`src/ddr2_lp_defs.svh`:
```
`ifndef DDR2_LP_DEFS_SVH
`define DDR2_LP_DEFS_SVH
// timing counts in clock cycles of the 250 MHz command clock
`define NBANK 8
`define AL_CYC 4'h2
`define BL_HALF 4'h2
`define WL_CYC 4'h4
`define TRAS_CYC 8'h0B
`define TRP_CYC 8'h04
`define TRC_CYC 8'h0F
`define TWR_CYC 8'h04
`define TRFC_CYC 8'h20
`define TXSNR_CYC 8'h24
`define TXSRD_CYC 8'hC8
`define TXP_CYC 8'h02
`define TXARDS_CYC 8'h07
`define TCKE_CYC 8'h03
`define TAOFD_CYC 8'h03
// refresh window figures: 64 ms over 8192 rows gives 7.8 us
`define TREFI_NS 7800
`define CLK_NS 4
`define TREFI_CYC (`TREFI_NS / `CLK_NS)
`define MAX_POSTED 8
`define MAX_GAP_REFI 9
// A10 position on the address bus
`define AUTOPRE_BIT 10
`endif

```
`src/ddr2_lp_pkg.sv`:
```
package ddr2_lp_pkg;
   typedef enum logic [3:0] {
      CMD_NOP = 4'h0,
      CMD_DESEL = 4'h1,
      CMD_ACT = 4'h2,
      CMD_READ = 4'h3,
      CMD_WRITE = 4'h4,
      CMD_PRE = 4'h5,
      CMD_REF = 4'h6,
      CMD_SELF = 4'h7,
      CMD_OTHER = 4'h8
   } cmd_t;
   typedef enum logic [3:0] {
      REQ_NONE = 4'h0,
      REQ_ACT = 4'h1,
      REQ_READ = 4'h2,
      REQ_WRITE = 4'h3,
      REQ_PRE = 4'h4,
      REQ_REF = 4'h5,
      REQ_SELF = 4'h6,
      REQ_SLEEP = 4'h7,
      REQ_WAKE = 4'h8
   } req_t;
   typedef enum logic [3:0] {
      PWR_AWAKE = 4'b0001,
      PWR_PREPD = 4'b0010,
      PWR_ACTPD = 4'b0100,
      PWR_SELFREF = 4'b1000
   } pwr_t;
   // decode of the four command strobes (all active low)
   function automatic cmd_t decode_cmd(input logic csN, input logic rasN, input logic casN, input logic weN);
      if (csN) return CMD_DESEL;
      unique case ({rasN, casN, weN})
         3'b111: return CMD_NOP;
         3'b011: return CMD_ACT;
         3'b101: return CMD_READ;
         3'b100: return CMD_WRITE;
         3'b010: return CMD_PRE;
         3'b001: return CMD_REF;
         default: return CMD_OTHER;
      endcase
   endfunction
endpackage

```
`src/ddr2_cmd_if.sv`:
```
`timescale 1ns/10ps
interface ddr2_cmd_if;
   logic cke;
   logic csN;
   logic rasN;
   logic casN;
   logic weN;
   logic [13:0] addr;
   logic [2:0] ba;
   logic odt;
   modport ctrl (output cke, csN, rasN, casN, weN, addr, ba, odt);
   modport mem (input cke, csN, rasN, casN, weN, addr, ba, odt);
endinterface

```
`src/ddr2_mem_end.sv`:
```
`timescale 1ns/10ps
`include "ddr2_lp_defs.svh"
module ddr2_mem_end
   import ddr2_lp_pkg::*;
(
   input wire logic clk, // command clock
   input wire logic rstn, // async reset, active low
   ddr2_cmd_if.mem bus, // command bus from controller
   input wire logic fastExit, // active power-down keeps dll running
   output logic [7:0] bankOpen, // per-bank row open
   output logic [7:0] bankPrecharging, // per-bank precharge underway
   output logic [3:0] pwrState, // one-hot power state
   output logic dllOn, // dll enabled
   output logic inBufOn, // command input buffers enabled
   output logic [12:0] refRow // internal refresh row counter
);
   pwr_t pwr_ff, nxt_pwr;
   logic ckePrev_ff, nxt_ckePrev;
   logic [12:0] refRow_ff, nxt_refRow;
   logic [7:0] refBusy_ff, nxt_refBusy;
   logic [7:0] open_ff, nxt_open;
   logic [7:0] apArm_ff, nxt_apArm; // auto precharge pending per bank
   logic [7:0] pchg_ff, nxt_pchg;
   logic [7:0] apWait_ff [`NBANK]; // cycles until auto precharge may start
   logic [7:0] nxt_apWait [`NBANK];
   logic [7:0] rasAge_ff [`NBANK]; // cycles since activation, saturating
   logic [7:0] nxt_rasAge [`NBANK];
   logic [7:0] pchgCnt_ff [`NBANK];
   logic [7:0] nxt_pchgCnt [`NBANK];
   cmd_t cmd;
   logic awake;

   // commands count only while awake and CKE stayed high
   always_comb begin
      cmd = decode_cmd(bus.csN, bus.rasN, bus.casN, bus.weN);
      awake = (pwr_ff == PWR_AWAKE) && ckePrev_ff && bus.cke;
   end

   // power state: self-refresh, power-down entry and exit
   always_comb begin
      nxt_pwr = pwr_ff;
      nxt_ckePrev = bus.cke;
      unique case (pwr_ff)
         PWR_AWAKE: begin
            if (ckePrev_ff && !bus.cke) begin
               if (cmd == CMD_REF) begin
                  nxt_pwr = PWR_SELFREF;
               end else if (cmd == CMD_NOP || cmd == CMD_DESEL) begin
                  // idle banks give precharge power-down
                  nxt_pwr = (|open_ff) ? PWR_ACTPD : PWR_PREPD;
               end
            end
         end
         PWR_PREPD, PWR_ACTPD: begin
            // exit on CKE high with nop or deselect
            if (bus.cke && (cmd == CMD_NOP || cmd == CMD_DESEL)) begin
               nxt_pwr = PWR_AWAKE;
            end
         end
         PWR_SELFREF: begin
            // only CKE is watched here
            if (bus.cke) begin
               nxt_pwr = PWR_AWAKE;
            end
         end
      endcase
   end

   always_ff @(posedge clk or negedge rstn) begin
      if (!rstn) begin
         pwr_ff <= PWR_AWAKE;
         ckePrev_ff <= 1'b0;
      end else begin
         pwr_ff <= nxt_pwr;
         ckePrev_ff <= nxt_ckePrev;
      end
   end

   // refresh row counter and per-bank refresh busy marking
   always_comb begin
      nxt_refRow = refRow_ff;
      nxt_refBusy = '0;
      if (awake && cmd == CMD_REF) begin
         // address bus ignored, row from counter
         nxt_refRow = refRow_ff + 13'h0001;
         nxt_refBusy = 8'hFF;
      end
      if (pwr_ff == PWR_SELFREF) begin
         nxt_refRow = refRow_ff + 13'h0001; // internal timer walks rows
      end
   end

   always_ff @(posedge clk or negedge rstn) begin
      if (!rstn) begin
         refRow_ff <= 13'h0000;
         refBusy_ff <= 8'h00;
      end else begin
         refRow_ff <= nxt_refRow;
         refBusy_ff <= nxt_refBusy;
      end
   end

   // per-bank row state with auto precharge scheduling
   always_comb begin
      nxt_open = open_ff;
      nxt_apArm = apArm_ff;
      nxt_pchg = pchg_ff;
      for (int b = 0; b < `NBANK; b++) begin
         nxt_apWait[b] = (apWait_ff[b] != 8'h00) ? apWait_ff[b] - 8'h01 : 8'h00;
         nxt_rasAge[b] = (rasAge_ff[b] != 8'hFF) ? rasAge_ff[b] + 8'h01 : 8'hFF;
         nxt_pchgCnt[b] = (pchgCnt_ff[b] != 8'h00) ? pchgCnt_ff[b] - 8'h01 : 8'h00;
         if (pchg_ff[b] && pchgCnt_ff[b] == 8'h01) begin
            nxt_pchg[b] = 1'b0;
         end
         // start precharge once the wait ran out and the row is restored
         // age reads zero on the edge after the activate, hence one less than tRAS
         if (apArm_ff[b] && apWait_ff[b] == 8'h00 && rasAge_ff[b] >= `TRAS_CYC - 8'h01) begin
            nxt_apArm[b] = 1'b0;
            nxt_open[b] = 1'b0;
            nxt_pchg[b] = 1'b1;
            nxt_pchgCnt[b] = `TRP_CYC;
         end
         if (awake && bus.ba == 3'(b)) begin
            unique case (cmd)
               CMD_ACT: begin
                  nxt_open[b] = 1'b1;
                  nxt_rasAge[b] = 8'h00;
               end
               CMD_READ: begin
                  if (bus.addr[`AUTOPRE_BIT]) begin
                     nxt_apArm[b] = 1'b1;
                     nxt_apWait[b] = 8'(`AL_CYC + `BL_HALF - 4'h1);
                  end
               end
               CMD_WRITE: begin
                  if (bus.addr[`AUTOPRE_BIT]) begin
                     // last data stored, then write recovery
                     nxt_apArm[b] = 1'b1;
                     nxt_apWait[b] = 8'(`WL_CYC + `BL_HALF) + `TWR_CYC - 8'h01;
                  end
               end
               CMD_PRE: begin
                  nxt_open[b] = 1'b0;
                  nxt_pchg[b] = 1'b1;
                  nxt_pchgCnt[b] = `TRP_CYC;
               end
               default: begin
               end
            endcase
         end
         if (awake && cmd == CMD_PRE && bus.addr[`AUTOPRE_BIT]) begin
            nxt_open[b] = 1'b0;
         end
         if (refBusy_ff[b]) begin
            nxt_open[b] = 1'b0;
            nxt_apArm[b] = 1'b0;
         end
      end
   end

   always_ff @(posedge clk or negedge rstn) begin
      if (!rstn) begin
         open_ff <= 8'h00;
         apArm_ff <= 8'h00;
         pchg_ff <= 8'h00;
         for (int b = 0; b < `NBANK; b++) begin
            apWait_ff[b] <= 8'h00;
            rasAge_ff[b] <= 8'hFF;
            pchgCnt_ff[b] <= 8'h00;
         end
      end else begin
         open_ff <= nxt_open;
         apArm_ff <= nxt_apArm;
         pchg_ff <= nxt_pchg;
         for (int b = 0; b < `NBANK; b++) begin
            apWait_ff[b] <= nxt_apWait[b];
            rasAge_ff[b] <= nxt_rasAge[b];
            pchgCnt_ff[b] <= nxt_pchgCnt[b];
         end
      end
   end

   // status outputs, all registered
   always_ff @(posedge clk or negedge rstn) begin
      if (!rstn) begin
         bankOpen <= 8'h00;
         bankPrecharging <= 8'h00;
         pwrState <= 4'b0001;
         dllOn <= 1'b1;
         inBufOn <= 1'b1;
         refRow <= 13'h0000;
      end else begin
         bankOpen <= nxt_open;
         bankPrecharging <= nxt_pchg;
         pwrState <= nxt_pwr;
         // dll stays on only in fast-exit active power-down
         dllOn <= (nxt_pwr == PWR_AWAKE) || (nxt_pwr == PWR_ACTPD && fastExit);
         inBufOn <= (nxt_pwr == PWR_AWAKE);
         refRow <= nxt_refRow;
      end
   end
endmodule

```
`src/flat_wrapper.sv`:
```
// flat-port wrapper written by rule: the top's interface ports become plain ports
module ddr2_mem_end_flat import ddr2_lp_pkg::*;
  (clk, rstn, fastExit, bankOpen, bankPrecharging, pwrState, dllOn, inBufOn, refRow, bus_cke, bus_csN, bus_rasN, bus_casN, bus_weN, bus_addr, bus_ba, bus_odt);
  ddr2_cmd_if bus_i ();
  input wire logic clk;
  input wire logic rstn;
  input wire logic fastExit;
  output logic [7:0] bankOpen;
  output logic [7:0] bankPrecharging;
  output logic [3:0] pwrState;
  output logic dllOn;
  output logic inBufOn;
  output logic [12:0] refRow;
  input wire logic [$bits(bus_i.cke)-1:0] bus_cke;
  input wire logic [$bits(bus_i.csN)-1:0] bus_csN;
  input wire logic [$bits(bus_i.rasN)-1:0] bus_rasN;
  input wire logic [$bits(bus_i.casN)-1:0] bus_casN;
  input wire logic [$bits(bus_i.weN)-1:0] bus_weN;
  input wire logic [$bits(bus_i.addr)-1:0] bus_addr;
  input wire logic [$bits(bus_i.ba)-1:0] bus_ba;
  input wire logic [$bits(bus_i.odt)-1:0] bus_odt;
  assign bus_i.cke = bus_cke;
  assign bus_i.csN = bus_csN;
  assign bus_i.rasN = bus_rasN;
  assign bus_i.casN = bus_casN;
  assign bus_i.weN = bus_weN;
  assign bus_i.addr = bus_addr;
  assign bus_i.ba = bus_ba;
  assign bus_i.odt = bus_odt;
  ddr2_mem_end u_core (.clk(clk), .rstn(rstn), .bus(bus_i), .fastExit(fastExit), .bankOpen(bankOpen), .bankPrecharging(bankPrecharging), .pwrState(pwrState), .dllOn(dllOn), .inBufOn(inBufOn), .refRow(refRow));
endmodule
```
`config.mk`:
```
export PLATFORM = sky130hd
export DESIGN_NAME = ddr2_mem_end_flat
export DESIGN_NICKNAME = d
export VERILOG_FILES = /design/src/ddr2_lp_pkg.sv /design/src/ddr2_cmd_if.sv /design/src/ddr2_mem_end.sv /design/src/flat_wrapper.sv
export VERILOG_INCLUDE_DIRS = /design/src
export SDC_FILE = /design/constraint.sdc
export NUM_CORES = 1
export LEC_CHECK = 0
export BUFFER_PORTS_ARGS = -buffer_cell sky130_fd_sc_hd__buf_2
export CAP_MARGIN = 10
export CELL_PAD_IN_SITES_DETAIL_PLACEMENT = 2
export CELL_PAD_IN_SITES_GLOBAL_PLACEMENT = 2
export CORE_UTILIZATION = 42
export DETAILED_ROUTE_END_ITERATION = 12
export HOLD_SLACK_MARGIN = 0.05
export PLACE_DENSITY = 0.88
export SYNTH_ARGS = -nofsm -noshare
export SYNTH_HDL_FRONTEND = slang
export SYNTH_SLANG_ARGS = --single-unit
```
`constraint.sdc`:
```
create_clock -name clk -period 5.6 [get_ports clk]
set_clock_uncertainty 0.1 [all_clocks]
set_input_delay 1.12 -clock clk [delete_from_list [all_inputs] [get_ports clk]]
set_output_delay 1.12 -clock clk [all_outputs]
set_load 0.05 [all_outputs]
```
# Yosys cells after proc, flatten, opt, wreduce, memory -nomap -nowiden
# Index checks and enable logic that the tools add are counted.
dict set report totals {
  mem_bits_ro 0
  latch_bits 0
  n_memories 0
  ramBits 0
  word_cells 402
  regBits 244
  input_bits 26
}
dict set report op_classes {
  eq_ne 41
  muxes 222
  n_shift 0
  addsub 25
  bitwise_logic 0
  magnitude_cmp 8
  n_reduce_logical 73
  n_mul 0
  div_mod_pow 0
}
# operator n
set op_table {}
lappend op_table {{8-bit two-way mux} 89}
lappend op_table {{8-bit one-hot mux with 2 select lines} 8}
lappend op_table {{8-bit nonzero test} 16}
lappend op_table {{8-bit by 1-bit subtractor with 8-bit output, second input constant} 16}
lappend op_table {{1-bit two-way mux} 105}
lappend op_table {{8-bit by 1-bit adder with 8-bit output, second input constant} 8}
lappend op_table {{8-bit by 1-bit == test with 1-bit output, second input constant} 8}
lappend op_table {{8-bit by 4-bit >= comparator with 1-bit output, second input constant} 8}
lappend op_table {{8-bit zero test} 8}
lappend op_table {{8-bit != test, second input constant} 8}
lappend op_table {{1-bit logical AND} 40}
lappend op_table {{4-bit two-way mux} 7}
lappend op_table {{13-bit two-way mux} 2}
lappend op_table {{4-bit one-hot mux with 6 select lines} 1}
lappend op_table {{3-bit == test, second input constant} 7}
lappend op_table {{4-bit by 3-bit == test with 1-bit output, second input constant} 5}
lappend op_table {{1-bit one-hot mux with 2 select lines} 8}
lappend op_table {{13-bit by 1-bit adder with 13-bit output, second input constant} 1}
lappend op_table {{3-bit by 2-bit == test with 1-bit output, second input constant} 4}
lappend op_table {{4-bit by 1-bit == test with 1-bit output, second input constant} 3}
lappend op_table {{4-bit by 2-bit == test with 1-bit output, second input constant} 3}
lappend op_table {{4-bit one-hot mux with 3 select lines} 1}
lappend op_table {{8-bit OR reduction} 1}
lappend op_table {{3-bit by 1-bit == test with 1-bit output, second input constant} 2}
lappend op_table {{other kinds (8)} 10}

# Longest topological paths before layout
# Gate-level depths: netlist of the first run.
dict set report depth {
  ltp_word 12
  mapped_depth 8
  depth_no_buf 7
}

# Worst setup path after synthesis of the first run
# OpenSTA, ideal clock, no wires.
dict set report synth_path {
  path_kind {input-to-reg}
  startpoint {in bus_weN}
  endpoint {reg u_core.refRow_ff[11]}
  arrival_ns 2.496
  setup_ns 0.141
  required_ns 5.359
  path_buffers 1
  path_stages 6
  setup_slack_ns 2.863
  path_cell_list {buf_2 -> nor4b_2 -> a31oi_1 -> nor4bb_1 -> nand4_1 -> xnor2_1}
}
dict set report synth_via {
  elab_chain_len 6
  elab_cells_between_ends 11
  cone_classes {eq/ne (7); mux (2); reduce/logical (2)}
}
# item line
set synth_lines {}
lappend synth_lines {{from (decl)} flat_wrapper.sv:18} ;# input wire logic [$bits(bus_i.weN)-1:0] bus_weN;
lappend synth_lines {{3-bit by 1-bit == test with 1-bit output (tied with other cells)} ddr2_lp_pkg.sv:33} ;# unique case ({rasN, casN, weN})
lappend synth_lines {{4-bit one-hot mux with 6 select lines *} ddr2_lp_pkg.sv:33}
lappend synth_lines {{4-bit two-way mux *} ddr2_lp_pkg.sv:33}
lappend synth_lines {{4-bit by 3-bit == test with 1-bit output *} ddr2_mem_end.sv:83} ;# if (awake && cmd == CMD_REF) begin
lappend synth_lines {{1-bit logical AND *} ddr2_mem_end.sv:83}
lappend synth_lines {{2-bit nonzero test (no source line) *} -}
lappend synth_lines {{to (signal assigned)} ddr2_mem_end.sv:98} ;# refRow_ff <= nxt_refRow;
lappend synth_lines {{to (decl)} ddr2_mem_end.sv:19} ;# logic [12:0] refRow_ff, nxt_refRow;
# Mark *: on every way between the ends. The rest lies on a longest branch, timed or not.
# A chain may end at the register's enable or synchronous reset.

==> results.txt, run 1 <==
Status: finished clean
Die W: 169 um
Cell Area, Synth: 11700 sq um
CTS buffer count: 27
Pwr Total: 7460 uW
Htree depth: 1
Peak per-stage delay on the critical path: 0.68 ns
Row count: 60
DR WL/cell: 21.1 um
Worst slew margin: 0.334
Setup crit end kind: flop
Worst skew pair latency: 0.54 ns
PortBufs: 46
1st-iter DRT viols: 461
Clock sink total: 237
Ys async rst share: 1.00
Data arrival time of the critical path: 3.39 ns
Fin crit share: 0.548
# diodes: 0
Final hold slack: 0.373 ns
CP dominant cell by count: nor2_1
Max clock buf depth: 3
Syn Inst Count: 1184
Fmax: 326 MHz
Vias in the first global route: 10.6k
Worst path buffer plus inverter count: 1
CTS root buf: clkbuf_16
Pwr Density: 564 nW/um^2
Tmin final: 3.07 ns
First-pass GRT wire length: 57200 um
Drt first pass iters: 4
Via/cell ratio: 5.62
Max Cap Violations: 0
Setup CP Type: input port to flop
CP Launch Type: input port
Core ar.: 27100 sq um
Yosys top cell by area: dfrtp_1
All-Layer GR Usage: 0.250
Setup Fix Bufs, Post-CTS: 0
Initial antenna violation count: 4
Height of the die: 169 um
Final setup viols: 0
Synth warn: 0
Main synth FF type: dfrtp_1
Largest net degree at the start of global routing: 129
CTS tree: done
Maximum VDD drop: 0.290 mV
Worst Hold Class: flop to flop
Gates resized, CTS repair: 0
Post-synth top area share: 0.364
Crit-path leading delay family: simple AND/OR/NAND/NOR gates
Sum Neg Setup Slack: 0 ns
Yosys reg bits: 237
Full die area: 28500 sq um
Initial core utilization: 0.432
Worst Tran Pin Value: 0.999 ns
Syn_area_per_cell: 9.88 sq um
Residual DRC: 0
Final #Nets: 1325
WL final: 34700 um
Most area-consuming cells after synthesis: dfrtp_1 36%, dfstp_2 15%, nor2_1 5.5%, ha_1 5.2%, xnor2_1 4.8%
Hold bufs inserted after CTS: 0
Slowest stage cell on the critical path: nor2_1
Worst-path cell chain: buf_2 > nor4bb_1 > nand3_1 > nor2_1 > or2_2 > nor2_1
RSZ-0062 raised after global routing: no
Vias: 9223
Share of cells above drive strength 1: 0.139
Slew Viols, Final: 0
Seq/Total Area, Yosys: 0.514
Syn_nets: 1259
GR Overflow Total: 0
CTS clk-pin slew, worst paths: 0.06 ns
CP Data Required Time: 5.92 ns
Synth cell types: 60
Area delta synth->final: 12.9%
Post-synth top cells: 170 x dfrtp_1, 170 x nor2_1, 106 x nand2_1
Static leakage: 0.00571 uW
Fin. Hold Viols: 0
Ports: 61
Final HPWL DP: 22700 um
Antenna-violating nets left: 0
Number of synthesized flops with an enable pin: 0
GP Congestion: 0.784
CP max FO: 15
-- stage by stage --
stage / utilization / cell area, sq um / instances / setup slack (ns)
after global placement: 0.457 / 12400 / 1593 / 2.34
after detailed placement: 0.457 / 12400 / 1593 / 2.15
after global routing: 0.487 / 13200 / 1642 / 2.49
final: 0.487 / 13200 / 1642 / 2.53
after CTS: 0.487 / 13200 / 1642 / 2.65
after floorplan: - / 11700 / 1184 / 2.86
-- path summary, 6_finish.rpt --
path,start,to,slack (ns),depth (start not counted)
max in group asynchronous,rstn,u_core.pchg_ff[3],3.56,2
worst min register to register,u_core.pchg_ff[0],u_core.pchg_ff[0],0.37,2
worst max-delay path,bus_rasN,u_core.apWait_ff[36],2.53,6
worst min-delay path,u_core.pchg_ff[0],u_core.pchg_ff[0],0.37,2
min in group asynchronous,rstn,u_core.apArm_ff[5],0.56,1
worst max register to register,u_core.apWait_ff[40],u_core.pchgCnt_ff[46],2.70,7
-- cells by family (layout without fill, tap and decap cells) --
logic type	after synthesis	in the layout	share of synthesized area
AOI/OAI and AO/OA	168	168	0.0872
xor gates and xnor gates	113	113	0.0846
adders and majority gates	49	49	0.0524
buffers and inverters	73	159	0.0237
DFF	237	237	0.514
muxes	12	12	0.0105
and+or+nand+nor	532	532	0.227
-- worst min-delay path: stages, from the launching register on --
cell	delay, ns
dfrtp_1	0.34
nand2_1	0.05
nand2_1	0.05
-- metal layers --
layer  vias up  GRT usage  routed length [um]
met4         8     0.0684                 785
met3        70     0.0437                1230
met5         -          0                  49
met2       126      0.465               18300
li1       4230          -                   -
met1      4789      0.295               14300
-- report_power, final --
part	internal [uW]	switching, uW
combinational	1010	1350
sequential	2580	817
clock	983	718
total	4570	2880
-- sequential cells by signal, summed over array words and instances, names as in the netlist --
signal	count
u_core.pchg_ff	8
u_core.inBufOn	1
u_core.ckePrev_ff	1
u_core.refBusy_ff	1
u_core.dllOn	1
u_core.rasAge_ff	64
u_core.apArm_ff	8
u_core.pwr_ff	4
u_core.apWait_ff	64
u_core.pchgCnt_ff	64
u_core.open_ff	8
u_core.refRow_ff	13
-- cells in the final DEF (no fill, tap or decap), drive strengths merged, types with 17 or more instances in the layout --
cell type and instances:
nand3 41, nand2b 19, a21oi 86, clkbuf 47, buf 49, ha 49
nand4 19, nor2 170, nor3 54, nor4 24, dfstp 67, o21ai 17
dfrtp 170, nand2 106, inv 61, xnor2 64, xor2 49
-- cell type report --
cell class | count | area, sq um
sequential | 237 | 6010
multi-input combinational | 874 | 5410
clock buffer | 47 | 821
inverter | 61 | 229
timing repair buffer | 49 | 263
fill | 2835 | 13900
clock inverter | 2 | 10.0
tap | 372 | 465
No activity file was read; power rests on OpenSTA's default activity.
==> run 2, diff against run 1 <==
- CORE_UTILIZATION: 42 -> 36
- PLACE_DENSITY: 0.88 -> 0.81
- clock period: 5.6 -> 2.6 ns (I/O delays scaled with it)
==> results.txt, run 2 (synthesis results as in run 1) <==
Status: finished clean (unchanged)
Via/cell ratio: 5.31 (was 5.62)
Ports: 61 (unchanged)
DR WL/cell: 18.8 um (was 21.1 um)
Initial core utilization: 0.368 (was 0.432)
Sw Pwr: 6090 uW (was 2880 uW)
Worst-path cell chain: inv_1 > ha_1 > or3b_2 > nor4b_2 > nand3_1 > o211ai_1 > nor2_1 (was buf_2 > nor4bb_1 > nand3_1 > nor2_1 > or2_2 > nor2_1)
CTS clk-pin slew, worst paths: 0.06 ns (about the same)
CP max FO: 7 (was 15)
Core ar.: 31800 sq um (was 27100 sq um)
Worst skew pair latency: 0.56 ns (was 0.54 ns)
Clock Power Share: 0.268 (was 0.228)
CTS root buf: clkbuf_16 (unchanged)
Antenna-violating nets left: 0 (unchanged)
Setup crit end kind: flop (unchanged)
Final HPWL DP: 22400 um (was 22700 um)
Sum Neg Setup Slack: 0 ns (unchanged)
Worst path buffer plus inverter count: 1 (unchanged)
Max Cap Violations: 0 (unchanged)
Reg power frac: 0.436 (was 0.456)
Slew Viols, Final: 0 (unchanged)
Worst Hold Class: input port to flop (was flop to flop)
Pwr Total: 16600 uW (was 7460 uW)
RSZ-0062 raised after global routing: no (unchanged)
CTS tree: done (unchanged)
Combinational group share of total power: 0.296 (was 0.316)
Row count: 65 (was 60)
CP Data Required Time: 2.91 ns (was 5.92 ns)
Final setup viols: 0 (unchanged)
Fin crit share: 0.916
P_int: 10600 uW (was 4570 uW)
CTS buffer count: 29 (was 27)
1st-iter DRT viols: 289 (was 461)
Die W: 182 um (was 169 um)
Switching share of total power: 0.366 (was 0.387)
Data arrival time of the critical path: 2.69 ns (was 3.39 ns)
Max clock buf depth: 3 (unchanged)
Area delta synth->final: 18.2% (was 12.9%)
Vias: 9256 (was 9223)
WL final: 32800 um (was 34700 um)
Peak per-stage delay on the critical path: 0.51 ns (was 0.68 ns)
Htree depth: 1 (unchanged)
Static leakage: 0.00600 uW (was 0.00571 uW)
PortBufs: 46 (unchanged)
Worst slew margin: 0.570 (was 0.334)
Worst Tran Pin Value: 0.639 ns (was 0.999 ns)
Height of the die: 182 um (was 169 um)
GR Overflow Total: 0 (unchanged)
Initial antenna violation count: 3 (was 4)
Final #Nets: 1359 (was 1325)
Slowest stage cell on the critical path: or3b_2 (was nor2_1)
Crit-path leading delay family: simple AND/OR/NAND/NOR gates (unchanged)
Share of cells above drive strength 1: 0.171 (was 0.139)
CP Launch Type: flop (was input port)
Full die area: 33200 sq um (was 28500 sq um)
Setup CP Type: flop to flop (was input port to flop)
Largest net degree at the start of global routing: 70 (was 129)
Vias in the first global route: 10.6k (about the same)
All-Layer GR Usage: 0.204 (was 0.250)
Fmax: 420 MHz
Fin. Hold Viols: 0 (unchanged)
Clock sink total: 237 (unchanged)
Fillers: 3396 (was 2835)
Tmin final: 2.38 ns
Maximum VDD drop: 0.565 mV (was 0.290 mV)
Pwr Density: 1200 nW/um^2 (was 564 nW/um^2)
Drt first pass iters: 4 (unchanged)
Residual DRC: 0 (unchanged)
Top Registers: u_core.apWait_ff x64, u_core.pchgCnt_ff x64, u_core.rasAge_ff x64 (unchanged)
Most frequent cells in the layout: 170 x nor2_1, 170 x dfrtp_1, 106 x nand2_1 (unchanged)
GP Congestion: 0.750 (was 0.784)
First-pass GRT wire length: 55300 um (was 57200 um)
## run 2: changes by cell type in the layout (fill, tap and decap cells not counted), moves of 5 or more
cell / before / now
buf_4: 3 / 29
bufinv_16: 0 / 7
clkbuf_1: 13 / 2
clkinv_2: 2 / 8
clkbuf_8: 7 / 2
## run 2: cell type report
cell class | count | area (sq um) | area share
sequential | 237 | 6010 | 0.435
multi-input combinational | 874 | 5410 | 0.392
clock buffer | 33 | 761 | 0.0550
timing repair buffer | 81 | 558 | 0.0404
tap | 435 | 544 | 0.0394
clock inverter | 21 | 300 | 0.0217
inverter | 61 | 229 | 0.0166
antenna | 1 | 2.50 | 0.000181
## run 2: worst paths after layout
kind                                            from                     to  slack (ns)  cells after the start
worst min-delay path                        fastExit           u_core.dllOn        0.18                      4
max in group asynchronous                       rstn      u_core.open_ff[2]        1.21                      3
min in group asynchronous                       rstn    u_core.apWait_ff[4]        0.44                      2
worst max-delay path            u_core.apWait_ff[40]  u_core.pchgCnt_ff[44]        0.22                      7
worst min register to register     u_core.pchg_ff[0]      u_core.pchg_ff[0]        0.37                      2
worst max register to register  u_core.apWait_ff[40]  u_core.pchgCnt_ff[44]        0.22                      7
## run 2: routing by layer
metal	wire length [um]	GRT usage	share of wire
met5	23	0	0.00070
met4	849	0.0608	0.026
met3	942	0.0313	0.029
met2	17100	0.375	0.52
met1	14000	0.246	0.43
## run 2: stage by stage
step / utilization / hold WS, ns / instance area (sq um) / worst slack (ns) / instances
2_1_floorplan: - / 0.124 / 11700 / 0.312 / 1184
3_3_place_gp: 0.400 / 0.356 / 12700 / 0.137 / 1685
3_5_place_dp: 0.400 / 0.365 / 12700 / 0.0771 / 1685
4_1_cts: 0.434 / 0.165 / 13800 / 0.0369 / 1741
5_1_grt: 0.435 / 0.194 / 13800 / 0.0225 / 1743
6_report: 0.435 / 0.180 / 13800 / 0.220 / 1743
## run 2: repair_timing
item / 4_1_cts / 5_1_grt
endpoints found under the setup margin: 0 / 15
endpoints found under the hold margin: 50 / 0
setup buffers: 0 / 1
hold buffers: 2 / 0
resized for setup: 0 / 1
## run 2: worst register-to-register path: cells and delay by family, from the launching register on
family	cells	cell delay (ns)
AND/OR/NAND/NOR	4	1.15
flip-flops	1	0.40
AO/OA/AOI/OAI	1	0.34
adder cells (fa/ha/maj)	1	0.17
buffers and inverters	1	0.08
## run 2: power groups by stage
stage,clock (uW),combinational (uW),sequential (uW)
2_1_floorplan,0,3640,6950
3_3_place_gp,0,4470,7150
3_5_place_dp,0,4890,7250
4_1_cts,4580,5020,7260
5_1_grt,4710,5600,7500
6_report,4460,4920,7250
